==> src/logic/calendar_pkg.sv <==
// Purpose: constants shared by the calendar/alarm register block
// Assumes: 16-bit register port, word offsets of our own
// Notes: masks zero the unimplemented bits on every write
`default_nettype none
package calendar_pkg;
    // =========================================================
    // register offsets
    localparam logic [2:0] OFF_ALARM_CONFIG_REPEAT = 3'h0;
    localparam logic [2:0] OFF_YEAR_VALUE = 3'h1;
    localparam logic [2:0] OFF_MONTH_DAY_VALUE = 3'h2;
    localparam logic [2:0] OFF_WEEKDAY_HOUR_VALUE = 3'h3;
    localparam logic [2:0] OFF_MINUTE_SECOND_VALUE = 3'h4;
    localparam logic [2:0] OFF_ALARM_VALUE_WINDOW = 3'h5;
    localparam logic [2:0] OFF_CALENDAR_CONTROL = 3'h6;
    // =========================================================
    // implemented-bit masks
    localparam logic [15:0] MASK_YEAR = 16'h00ff;
    localparam logic [15:0] MASK_MONTH_DAY = 16'h1f3f;
    localparam logic [15:0] MASK_WEEKDAY_HOUR = 16'h073f;
    localparam logic [15:0] MASK_MINUTE_SECOND = 16'h7f7f;
    localparam logic [15:0] MASK_CONTROL = 16'h0003;
    // =========================================================
    // field positions
    localparam int CFG_ENABLE_BIT = 15;
    localparam int CFG_INDEFINITE_REPEAT_BIT_BIT = 14;
    localparam int CTL_WREN_BIT = 0;
    localparam int CTL_RUN_BIT = 1;
    // =========================================================
    // alarm match interval codes
    localparam logic [3:0] AM_HALF_SECOND = 4'h0;
    localparam logic [3:0] AM_SECOND = 4'h1;
    localparam logic [3:0] AM_TEN_SECONDS = 4'h2;
    localparam logic [3:0] AM_MINUTE = 4'h3;
    localparam logic [3:0] AM_TEN_MINUTES = 4'h4;
    localparam logic [3:0] AM_HOUR = 4'h5;
    localparam logic [3:0] AM_DAY = 4'h6;
    localparam logic [3:0] AM_WEEK = 4'h7;
    localparam logic [3:0] AM_MONTH = 4'h8;
    localparam logic [3:0] AM_YEAR = 4'h9;
    // =========================================================
    // values after reset
    localparam logic [7:0] RST_YEAR = 8'h00;
    localparam logic [7:0] RST_MONTH = 8'h01;
    localparam logic [7:0] RST_DAY = 8'h01;
    localparam logic [7:0] RST_ZERO = 8'h00;
    localparam logic [15:0] RST_CONFIG = 16'h0000;
    localparam logic [15:0] RST_ALARM_VALUE = 16'h0000;
endpackage
`default_nettype wire

==> src/logic/calendar_alarm_regs.sv <==
// Purpose: calendar counters, alarm value registers and repeat logic
// Assumes: seconds square wave from a slow foreign clock domain
// Notes: rising edge of the wave is a new second, falling edge a half second
//
// Contract
// - each alarm event at a nonzero count decrements the repeat count
// - zero wraps to ff only when indefinite_repeat_bit set
// - year tens digit in bits 7..4
// - year ones digit in bits 3..0
// - year bits 15..8 read zero
// - year writes need calendar write enable
// - month/day, weekday/hour writes need write enable
// - month tens is bit 12, 0 or 1
// - month ones in bits 11..8
// - day tens in bits 5..4
// - day ones in bits 3..0
// - weekday in bits 10..8, 0 to 6
// - hour tens in bits 5..4
// - hour ones in bits 3..0
// - minute tens in bits 14..12
// - minute ones in bits 11..8
// - second tens in bits 6..4
// - second ones in bits 3..0
// - last alarm at count zero clears enable
// - every alarm event raises an interrupt request
//
// Local design decisions: the placing of the registers and the strobed register port.
`default_nettype none
module calendar_alarm_regs
    import calendar_pkg::*;
(
    input wire logic clk,
    input wire logic reset,
    input wire logic [2:0] addr,
    input wire logic [15:0] wdata,
    input wire logic wr_en,
    input wire logic rd_en,
    output logic [15:0] rdata,
    input wire logic seconds_wave,
    output logic alarm_irq
);
    // =========================================================
    // state
    typedef struct packed {
        logic [2:0] sync;
        logic stable;
        logic pend_sec;
        logic pend_half;
        logic wren;
        logic run;
        logic alarm_enable_bit;
        logic indefinite_repeat_bit;
        logic [3:0] alarm_match_interval;
        logic [1:0] alarm_value_pointer;
        logic [7:0] alarm_repeat_count;
        logic [7:0] yr;
        logic [7:0] mo;
        logic [7:0] dy;
        logic [7:0] wd;
        logic [7:0] hr;
        logic [7:0] mi;
        logic [7:0] se;
        logic [15:0] alarm_minute_second;
        logic [15:0] alarm_weekday_hour;
        logic [15:0] alarm_month_day_value;
        logic irq;
        logic [15:0] rdata;
    } state_t;

    state_t s_q;
    state_t s_d;

    // =========================================================
    // helpers
    function automatic logic [7:0] bcd_inc(input logic [7:0] v);
        logic [7:0] r;
        r = 8'h00;
        if (v[3:0] == 4'h9) begin
            r = {4'(v[7:4] + 4'h1), 4'h0};
        end else begin
            r = 8'(v + 8'h01);
        end
        return r;
    endfunction

    // bcd year divisible by four; century rule not needed for 00..99
    function automatic logic is_leap(input logic [7:0] y);
        logic r;
        r = 1'b0;
        if (!y[4]) begin
            r = (y[3:0] == 4'h0) || (y[3:0] == 4'h4) || (y[3:0] == 4'h8);
        end else begin
            r = (y[3:0] == 4'h2) || (y[3:0] == 4'h6);
        end
        return r;
    endfunction

    function automatic logic [7:0] last_day(input logic [7:0] m, input logic [7:0] y);
        logic [7:0] r;
        r = 8'h31;
        case (m)
            8'h02: r = is_leap(y) ? 8'h29 : 8'h28;
            8'h04, 8'h06, 8'h09, 8'h11: r = 8'h30;
            default: r = 8'h31;
        endcase
        return r;
    endfunction

    function automatic logic [7:0] lo8(input logic [15:0] v);
        return v[7:0];
    endfunction

    function automatic logic [7:0] hi8(input logic [15:0] v);
        return v[15:8];
    endfunction

    // implemented bits per word; applied on write and again on read
    function automatic logic [15:0] value_mask(input logic [2:0] a);
        logic [15:0] r;
        r = 16'h0000;
        case (a)
            OFF_ALARM_CONFIG_REPEAT: r = 16'hffff;
            OFF_YEAR_VALUE: r = MASK_YEAR;
            OFF_MONTH_DAY_VALUE: r = MASK_MONTH_DAY;
            OFF_WEEKDAY_HOUR_VALUE: r = MASK_WEEKDAY_HOUR;
            OFF_MINUTE_SECOND_VALUE: r = MASK_MINUTE_SECOND;
            OFF_ALARM_VALUE_WINDOW: r = 16'hffff;
            OFF_CALENDAR_CONTROL: r = MASK_CONTROL;
            default: r = 16'h0000;
        endcase
        return r;
    endfunction

    // pointer three has no word behind it, so nothing passes
    function automatic logic [15:0] window_mask(input logic [1:0] p);
        logic [15:0] r;
        r = 16'h0000;
        case (p)
            2'b00: r = MASK_MINUTE_SECOND;
            2'b01: r = MASK_WEEKDAY_HOUR;
            2'b10: r = MASK_MONTH_DAY;
            default: r = 16'h0000;
        endcase
        return r;
    endfunction

    // =========================================================
    // seconds input edges
    logic sec_rise;
    logic sec_fall;
    logic new_stable;
    logic cal_step;
    // a change only counts once the second and third stages agree
    assign new_stable = (s_q.sync[1] == s_q.sync[2]) ? s_q.sync[2] : s_q.stable;
    assign sec_rise = new_stable && !s_q.stable;
    assign sec_fall = !new_stable && s_q.stable;
    // counting halts while run is low so software can load a whole time
    assign cal_step = sec_rise && s_q.run;

    // =========================================================
    // alarm compare
    logic m_se1;
    logic m_se;
    logic m_mi1;
    logic m_mi;
    logic m_hr;
    logic m_wd;
    logic m_dy;
    logic m_mo;
    logic alarm_match;
    logic alarm_event;
    logic count_zero;

    assign m_se1 = s_q.se[3:0] == s_q.alarm_minute_second[3:0];
    assign m_se = s_q.se == lo8(s_q.alarm_minute_second);
    assign m_mi1 = s_q.mi[3:0] == s_q.alarm_minute_second[11:8];
    assign m_mi = s_q.mi == hi8(s_q.alarm_minute_second);
    assign m_hr = s_q.hr == lo8(s_q.alarm_weekday_hour);
    assign m_wd = s_q.wd == hi8(s_q.alarm_weekday_hour);
    assign m_dy = s_q.dy == lo8(s_q.alarm_month_day_value);
    assign m_mo = s_q.mo == hi8(s_q.alarm_month_day_value);

    always_comb begin
        case (s_q.alarm_match_interval)
            AM_HALF_SECOND: alarm_match = s_q.pend_half || s_q.pend_sec;
            AM_SECOND: alarm_match = s_q.pend_sec;
            AM_TEN_SECONDS: alarm_match = s_q.pend_sec && m_se1;
            AM_MINUTE: alarm_match = s_q.pend_sec && m_se;
            AM_TEN_MINUTES: alarm_match = s_q.pend_sec && m_se && m_mi1;
            AM_HOUR: alarm_match = s_q.pend_sec && m_se && m_mi;
            AM_DAY: alarm_match = s_q.pend_sec && m_se && m_mi && m_hr;
            AM_WEEK: alarm_match = s_q.pend_sec && m_se && m_mi && m_hr && m_wd;
            // feb 29 yearly only comes round in leap years by itself
            AM_MONTH: alarm_match = s_q.pend_sec && m_se && m_mi && m_hr && m_dy;
            AM_YEAR: alarm_match = s_q.pend_sec && m_se && m_mi && m_hr && m_dy && m_mo;
            default: alarm_match = 1'b0;
        endcase
    end

    assign alarm_event = s_q.alarm_enable_bit && alarm_match;
    // the alarm at count zero still fires; without indefinite repeat the enable drops only after it
    assign count_zero = s_q.alarm_repeat_count == 8'h00;

    // =========================================================
    // bus decode
    logic cal_write;
    logic [15:0] win_wdata;
    // calendar words stay locked until software sets the write enable
    assign cal_write = wr_en && s_q.wren;
    assign win_wdata = wdata & window_mask(s_q.alarm_value_pointer);

    // =========================================================
    // next state
    logic carry;

    always_comb begin
        s_d = s_q;
        carry = 1'b0;
        s_d.sync = {s_q.sync[1:0], seconds_wave};
        s_d.stable = new_stable;
        s_d.pend_sec = cal_step;
        s_d.pend_half = sec_fall && s_q.run;
        s_d.irq = alarm_event;
        s_d.rdata = 16'h0000;

        // calendar advance
        if (cal_step) begin
            carry = s_q.se == 8'h59;
            s_d.se = carry ? 8'h00 : bcd_inc(s_q.se);
            if (carry) begin
                carry = s_q.mi == 8'h59;
                s_d.mi = carry ? 8'h00 : bcd_inc(s_q.mi);
            end
            if (carry) begin
                carry = s_q.hr == 8'h23;
                s_d.hr = carry ? 8'h00 : bcd_inc(s_q.hr);
            end
            if (carry) begin
                s_d.wd = (s_q.wd == 8'h06) ? 8'h00 : 8'(s_q.wd + 8'h01);
                carry = s_q.dy == last_day(s_q.mo, s_q.yr);
                s_d.dy = carry ? 8'h01 : bcd_inc(s_q.dy);
            end
            if (carry) begin
                carry = s_q.mo == 8'h12;
                s_d.mo = carry ? 8'h01 : bcd_inc(s_q.mo);
            end
            if (carry) begin
                s_d.yr = (s_q.yr == 8'h99) ? 8'h00 : bcd_inc(s_q.yr);
            end
        end

        // repeat counting
        if (alarm_event) begin
            if (!count_zero) begin
                s_d.alarm_repeat_count = 8'(s_q.alarm_repeat_count - 8'h01);
            end else if (s_q.indefinite_repeat_bit) begin
                s_d.alarm_repeat_count = 8'hff;
            end else begin
                s_d.alarm_enable_bit = 1'b0;
            end
        end

        // software writes; a write lands after the hardware update
        if (wr_en) begin
            case (addr)
                OFF_ALARM_CONFIG_REPEAT: begin
                    s_d.alarm_enable_bit = wdata[CFG_ENABLE_BIT];
                    s_d.indefinite_repeat_bit = wdata[CFG_INDEFINITE_REPEAT_BIT_BIT];
                    s_d.alarm_match_interval = wdata[13:10];
                    s_d.alarm_value_pointer = wdata[9:8];
                    s_d.alarm_repeat_count = wdata[7:0];
                end
                OFF_YEAR_VALUE: begin
                    if (cal_write) begin
                        s_d.yr = lo8(wdata & value_mask(addr));
                    end
                end
                OFF_MONTH_DAY_VALUE: begin
                    if (cal_write) begin
                        {s_d.mo, s_d.dy} = wdata & value_mask(addr);
                    end
                end
                OFF_WEEKDAY_HOUR_VALUE: begin
                    if (cal_write) begin
                        {s_d.wd, s_d.hr} = wdata & value_mask(addr);
                    end
                end
                OFF_MINUTE_SECOND_VALUE: begin
                    if (cal_write) begin
                        {s_d.mi, s_d.se} = wdata & value_mask(addr);
                    end
                end
                OFF_ALARM_VALUE_WINDOW: begin
                    // no interlock on the enable bit: software owns that ordering
                    case (s_q.alarm_value_pointer)
                        2'b00: s_d.alarm_minute_second = win_wdata;
                        2'b01: s_d.alarm_weekday_hour = win_wdata;
                        2'b10: s_d.alarm_month_day_value = win_wdata;
                        default: ;
                    endcase
                end
                OFF_CALENDAR_CONTROL: begin
                    s_d.wren = wdata[CTL_WREN_BIT];
                    s_d.run = wdata[CTL_RUN_BIT];
                end
                default: ;
            endcase
        end

        // reads, answered one cycle later
        if (rd_en) begin
            case (addr)
                OFF_ALARM_CONFIG_REPEAT: begin
                    s_d.rdata = {s_q.alarm_enable_bit, s_q.indefinite_repeat_bit,
                                 s_q.alarm_match_interval, s_q.alarm_value_pointer,
                                 s_q.alarm_repeat_count};
                end
                OFF_YEAR_VALUE: s_d.rdata = {8'h00, s_q.yr};
                OFF_MONTH_DAY_VALUE: s_d.rdata = {s_q.mo, s_q.dy};
                OFF_WEEKDAY_HOUR_VALUE: s_d.rdata = {s_q.wd, s_q.hr};
                OFF_MINUTE_SECOND_VALUE: s_d.rdata = {s_q.mi, s_q.se};
                OFF_ALARM_VALUE_WINDOW: begin
                    case (s_q.alarm_value_pointer)
                        2'b00: s_d.rdata = s_q.alarm_minute_second;
                        2'b01: s_d.rdata = s_q.alarm_weekday_hour;
                        2'b10: s_d.rdata = s_q.alarm_month_day_value;
                        default: s_d.rdata = 16'h0000;
                    endcase
                end
                OFF_CALENDAR_CONTROL: begin
                    s_d.rdata = {14'h0000, s_q.run, s_q.wren} & MASK_CONTROL;
                end
                default: s_d.rdata = 16'h0000;
            endcase
            // spare bits read zero even if a stored word were ever disturbed
            s_d.rdata = s_d.rdata & value_mask(addr);
        end
    end

    // =========================================================
    // registers
    always_ff @(posedge clk) begin
        if (reset) begin
            s_q.sync <= 3'h0;
            s_q.stable <= 1'b0;
            s_q.pend_sec <= 1'b0;
            s_q.pend_half <= 1'b0;
            s_q.wren <= 1'b0;
            s_q.run <= 1'b0;
            {s_q.alarm_enable_bit, s_q.indefinite_repeat_bit, s_q.alarm_match_interval,
             s_q.alarm_value_pointer, s_q.alarm_repeat_count} <= RST_CONFIG;
            s_q.yr <= RST_YEAR;
            s_q.mo <= RST_MONTH;
            s_q.dy <= RST_DAY;
            s_q.wd <= RST_ZERO;
            s_q.hr <= RST_ZERO;
            s_q.mi <= RST_ZERO;
            s_q.se <= RST_ZERO;
            s_q.alarm_minute_second <= RST_ALARM_VALUE;
            s_q.alarm_weekday_hour <= RST_ALARM_VALUE;
            s_q.alarm_month_day_value <= RST_ALARM_VALUE;
            s_q.irq <= 1'b0;
            s_q.rdata <= 16'h0000;
        end else begin
            s_q <= s_d;
        end
    end

    assign rdata = s_q.rdata;
    assign alarm_irq = s_q.irq;

endmodule // calendar_alarm_regs
`default_nettype wire

==> config.mk <==
export PLATFORM = sky130hd
export DESIGN_NAME = calendar_alarm_regs
export DESIGN_NICKNAME = d
export VERILOG_FILES = /design/src/logic/calendar_pkg.sv /design/src/logic/calendar_alarm_regs.sv
export SDC_FILE = /design/constraint.sdc
export NUM_CORES = 1
export LEC_CHECK = 0
export CORE_UTILIZATION = 65
export DETAILED_ROUTE_END_ITERATION = 10
export DONT_BUFFER_PORTS = 1
export HOLD_SLACK_MARGIN = 0.06
export PLACE_DENSITY = 0.83
export SYNTH_ARGS = -nofsm -noshare
export SYNTH_HDL_FRONTEND = slang
export SYNTH_SLANG_ARGS = --single-unit
==> constraint.sdc <==
create_clock -name clk -period 3.7 [get_ports clk]
set_input_delay 0.74 -clock clk [delete_from_list [all_inputs] [get_ports clk]]
set_output_delay 0.74 -clock clk [all_outputs]
set_load 0.1 [all_outputs]
# Word level (Yosys, flattened, before mapping)
# Index checks and enable logic that the tools add are counted.
dict set report op_classes {
  addsub 14
  eq_ne 48
  mux 75
  bitwise_logic 7
  reduce_logical 33
}
# op count
set op_table {}
lappend op_table {{2-to-1 mux 16 bit} 22}
lappend op_table {{2-to-1 mux 8 bit} 27}
lappend op_table {{2-to-1 mux 120 bit} 1}
lappend op_table {{one-hot mux 16 bit (7 select lines)} 1}
lappend op_table {{one-hot mux 16 bit (6 select lines)} 1}
lappend op_table {{AND 16 bit} 4}
lappend op_table {{adder 8 x 1 -> 8 bit (second input constant)} 7}
lappend op_table {{equality test 8 bit} 7}
lappend op_table {{2-to-1 mux 56 bit} 1}
lappend op_table {{2-to-1 mux 48 bit} 1}
lappend op_table {{one-hot mux 16 bit (3 select lines)} 1}
lappend op_table {{one-hot mux 15 bit (3 select lines)} 1}
lappend op_table {{equality test 4 bit (second input constant)} 9}
lappend op_table {{adder 4 x 1 -> 4 bit (second input constant)} 6}
lappend op_table {{equality test 4 x 3 -> 1 bit (second input constant)} 6}
lappend op_table {{equality test 8 x 3 -> 1 bit (second input constant)} 3}
lappend op_table {{2-to-1 mux 1 bit} 17}
lappend op_table {{AND 16 x 15 -> 16 bit} 1}
lappend op_table {{equality test 8 x 5 -> 1 bit (second input constant)} 2}
lappend op_table {{equality test 8 x 7 -> 1 bit (second input constant)} 2}
lappend op_table {{logical AND 1 bit} 14}
lappend op_table {{equality test 4 x 2 -> 1 bit (second input constant)} 3}
lappend op_table {{one-hot mux 1 bit (10 select lines)} 1}
lappend op_table {{one-hot mux 5 bit (2 select lines)} 1}
lappend op_table {{25 further kinds} 38}
dict set report totals {
  regBits 145
  inputBits 24
  output_inout_bits 17
}

# Logic depth before layout (Yosys ltp)
dict set report depth {
  depth_word 23
  depth_mapped 12
  mapped_depth_nobuf 9
}

# Least setup slack after synthesis
# No wires, ideal clock.
dict set report synth_timing {
  kind {flip-flop to flip-flop}
  start {reg s_q[110] in the netlist's numbering}
  end {reg s_q[119] in the netlist's numbering}
  setup_time_ps 117
  arrival_ps 2785
  path_slack_ps 798
  stages_incl_launch_ff 11
  path_buffers 1
  period_less_slack_ps 2902
  cell_sequence {dfxtp_1 > inv_1 > ha_1 > or3b_1 > o32a_1 > or4b_4 > a2111oi_2 > buf_6 > nand4_1 > xnor2_1 > a32o_1}
}
dict set report synth_between {
  elab_chain_len 15
}
# element line_no
set synth_lines {}
lappend synth_lines {{start: declaration} calendar_alarm_regs.sv:70} ;# state_t s_q;
lappend synth_lines {{equality test 8 x 3 -> 1 bit (tied with other cells)} calendar_alarm_regs.sv:101} ;# case (m)
lappend synth_lines {{OR reduction 4 bit} calendar_alarm_regs.sv:101}
lappend synth_lines {{one-hot mux 5 bit (2 select lines)} calendar_alarm_regs.sv:101}
lappend synth_lines {{2-to-1 mux 8 bit} calendar_alarm_regs.sv:238} ;# if (carry) begin
lappend synth_lines {{2-to-1 mux 8 bit} calendar_alarm_regs.sv:227} ;# if (cal_step) begin
lappend synth_lines {{equality test 8 bit} calendar_alarm_regs.sv:240} ;# carry = s_q.dy == last_day(s_q.mo, s_q.yr);
lappend synth_lines {{2-to-1 mux 1 bit} calendar_alarm_regs.sv:238}
lappend synth_lines {{2-to-1 mux 1 bit} calendar_alarm_regs.sv:227}
lappend synth_lines {{2-to-1 mux 1 bit (*)} calendar_alarm_regs.sv:243} ;# if (carry) begin
lappend synth_lines {{2-to-1 mux 1 bit (*)} calendar_alarm_regs.sv:227}
lappend synth_lines {{2-to-1 mux 8 bit (*)} calendar_alarm_regs.sv:247} ;# if (carry) begin
lappend synth_lines {{2-to-1 mux 56 bit (*)} calendar_alarm_regs.sv:227}
lappend synth_lines {{2-to-1 mux 8 bit} calendar_alarm_regs.sv:274} ;# if (cal_write) begin
lappend synth_lines {{2-to-1 mux 8 bit} calendar_alarm_regs.sv:265} ;# case (addr)
lappend synth_lines {{2-to-1 mux 120 bit (*)} calendar_alarm_regs.sv:264} ;# if (wr_en) begin
# Mark *: on every way between the ends. The rest lies on a longest branch, timed or not. The select of a mux whose other input is x is not followed.
# A chain may end at the register's enable or synchronous reset.

# Worst setup path after layout
dict set report layout_timing {
  start {reg s_q[109] in the netlist's numbering}
  end {reg s_q[117] in the netlist's numbering}
}
# Same word-level chain as after synthesis.

==> impl_results.md <==
* Status: complete, no violations
* Final instance area at 8870 µm²
* Vias/cell at between 6 and 7
* Initial core utilization at 0.665
* Skew final at between 0.015 and 0.02 ns
* Crit-path max FO at 11
* Hold Crit Depth at 1
* Post-synth EDFFs at 0
* Synth top area share at 0.332
* Slew headroom at 0.201
* Min Tclk post-route at 3.22 ns
* Final worst path period share at 0.870
* CTS tree: done
* Vias post-DR at 7894
* Post-CTS resize count at 0
* Max capacitance violation total at 0
* Worst setup EP type: register
* Final setup viols at 0
* Yosys warnings at 0
* I/O Pins at slightly above 40
* Final HPWL DP at about 17000 µm
* Syn_nets at 1097
* Met1 Resource Use GR at 0.491
* Complex-gate fraction of the synthesized area at 0.175
* Post-synthesis adder-cell area fraction at 0.0343
* Synthesized instance count at around 1100
* Antenna Diode Count at 0
* RR Endpoint: s_q[117]
* Bufs on Longest Clock Path at 2
* CTS clk-pin slew, worst paths at 0.06 ns
* Htree depth at 4
* Hold path startpoint: reset
* Initial antenna violation count at 0
* Crit path kind: reg -> reg
* Overall routing resource usage at 0.390
* Fill cells at 1016
* Postcts setup bufs at 0
* Met2 GRT Util at 0.591
* CTS Root Cell: clkbuf_16
* Post-CTS Hold Buffers at 0
* Worst EP arrival at 3.56 ns
* Number of synthesized register bits at 139
* Drt total wl at 24700 µm
* First-pass GRT wire length at about 40000 µm
* Worst reg2reg path startpoint: s_q[109]
* Syn Area/Cell at between 7 and 8 µm²
* CTS Buf Count at 17
* Clk_lat worst skew at around 0.45 ns
* Die Y at around 120 µm
* GRT met3 Usage at 0.119
* Power Dens Cells at 377 nW/µm²
* Core area at about 13000 µm²
* Simple-Gate Fraction of Synth Area at 0.252
* RSZ-0062 raised after global routing: no
* Worst reg-to-reg path cell count at 10
* Peak supply drop at about 0.00038 V
* WL per Instance at 20.9 µm
* Sequential share of the synthesized area at 0.332
* Critical Path RT at 4.04 ns
* Mapped Area at 8390 µm²
* Main combinational cell family by area after synthesis: simple AND/OR/NAND/NOR gates
* Cell variety after synth at 75
* Xor/xnor cell area share of the yosys netlist at 0.0689
* Die Wd at 116 µm
* Synth area leader: dfxtp_1
* DP Area at 8300 µm²
* Grt total ovfl at 0
* Die area at 13400 µm²
* Syn-to-layout area delta at 5.80%
* Largest net degree at the start of global routing at 111
* Routability congestion estimate at 0.966
* Drt pass-1 iters at 6
* P_leak at about 3.3 nW
* Ys async rst share at 0
* # nets final at 1043
* Detail Route Antenna Nets at 0
* DRT iter0 DRCs at 1077
* Vias in the first global route at 7286
* Layout cell share with drive strength beyond 1 at 0.0704
* Synth area leaders: dfxtp_1 (33%), mux2i_1 (5.8%), nor2_1 (5.6%), nand2_1 (4.9%), xor2_1 (4.2%)
* Hold WC Path Type: in -> reg
* Fmax at around 310 MHz
* Post-synthesis mux area share at 0.0759
* R2R Setup Slk at around 0.48 ns
* Worst setup SP type: register
* DRC at 0
* Worst-margin pin slew at 1.20 ns
* Clk sinks at roughly 140
* Cell Rows at 41
* Final slew viol count at 0
* Fin. Hold Viols at 0
* Port bufs at 0
* Global route hottest layer: met2
* Setup TNS at 0 ns
* Hold Path Sink: s_q[137]
* Ys flop type: dfxtp_1
[registers in the layout, summed over array words and instances, names as in the netlist]
name / cells
rdata: 16
s_q: 120
s_d: 2
alarm_irq: 1
[logic make-up after synthesis]
| kind of cell | count (synthesis) |
|---|---|
| AO/OA/AOI/OAI | 217 |
| XOR/XNOR | 66 |
| adder cells (fa/ha/maj) | 23 |
| buffers and inverters | 114 |
| flip-flops | 139 |
| multiplexers | 57 |
| AND/OR/NAND/NOR | 434 |
[worst max path at each step]
stage,startpoint,end,slack [ns],cells past startpoint
global placement,s_q[109],s_q[120],0.70,10
finish,s_q[109],s_q[117],0.48,10
CTS,s_q[109],s_q[117],0.51,10
floorplan,s_q[110],s_q[119],0.80,10
detailed placement,s_q[109],s_q[117],0.53,10
global route,s_q[109],s_q[109],0.25,9
[critical path, cell delays in order (launching register included)]
cell and delay [ns]:
dfxtp_1 0.41, inv_1 0.13, ha_1 0.17, or3b_1 0.39, o32a_1 0.22, or4b_4 0.53
a2111oi_2 0.46, buf_4 0.26, nand3_1 0.12, xnor2_1 0.15, a32o_1 0.27
[Yosys cell counts (16+ instances only)]
library cell,count
nor2_1,126
nor3_1,46
ha_1,23
nand3_1,30
nand4_1,19
xor2_1,40
dfxtp_1,139
mux2i_1,49
inv_1,26
o21ai_0,45
nand2_1,109
clkbuf_1,57
a211oi_1,23
a21oi_1,64
xnor2_1,26
buf_4,17
nor2b_1,16
[final cells by class]
class	instances	area (µm²)	share of cell area
clock buffers	20	457	0.0515
flip-flops and latches	139	2780	0.314
multi-input cells	797	5090	0.573
inverters	26	97.6	0.0110
repair buffers	15	113	0.0127
clock inverters	11	121	0.0137
well taps	172	215	0.0242
[layer usage]
layer | wire length, µm | part of all wire | vias up
met2 | 10900 | 0.44 | 503
li1 | - | - | 3621
met5 | 0 | 0 | -
met1 | 9540 | 0.39 | 3664
met4 | 1250 | 0.051 | 0
met3 | 3000 | 0.12 | 106
[stage by stage]
| step | worst slack [ns] | total power [mW] | utilization | hold slack (ns) | std cells |
|---|---|---|---|---|---|
| floorplan | 0.798 | 1.69 | - | 0.414 | 1050 |
| global placement | 0.699 | 1.68 | 0.657 | 0.423 | 1149 |
| detailed placement | 0.526 | 1.69 | 0.657 | 0.428 | 1149 |
| CTS | 0.512 | 3.36 | 0.703 | 0.351 | 1180 |
| global route | 0.245 | 3.43 | 0.703 | 0.355 | 1180 |
| finish | 0.480 | 3.35 | 0.703 | 0.385 | 1180 |
[placed cells by master, fill, tap and decap left out, types with 4 or more instances in the layout]
cell type and count:
dfxtp_1 139, nor2_1 126, nand2_1 109, a21oi_1 64
mux2i_1 49, nor3_1 46, o21ai_0 45, xor2_1 40
nand3_1 30, inv_1 26, xnor2_1 26, a211oi_1 23
ha_1 23, nand4_1 19, clkbuf_16 17, nor2b_1 16
buf_4 15, and3_1 12, and2_1 12, nor4_1 12
a221oi_1 11, nand2b_1 9, a22oi_1 6, a311oi_1 6
o31ai_1 6, a32o_1 6, or2_2 5, a21o_1 5
nor3b_1 5, mux4_2 5, clkinvlp_4 5, nor4b_1 4
a211o_1 4, or4_1 4, o211ai_1 4, or3_1 4
[power by group]
| part | internal (mW) | switching, mW | leakage (nW) |
|---|---|---|---|
| clock | 1.02 | 0.669 | 0.270 |
| combinational | 0.0522 | 0.0717 | 1.87 |
| sequential | 1.51 | 0.0259 | 1.12 |
Note: power is estimated with default switching activity, not from simulation.
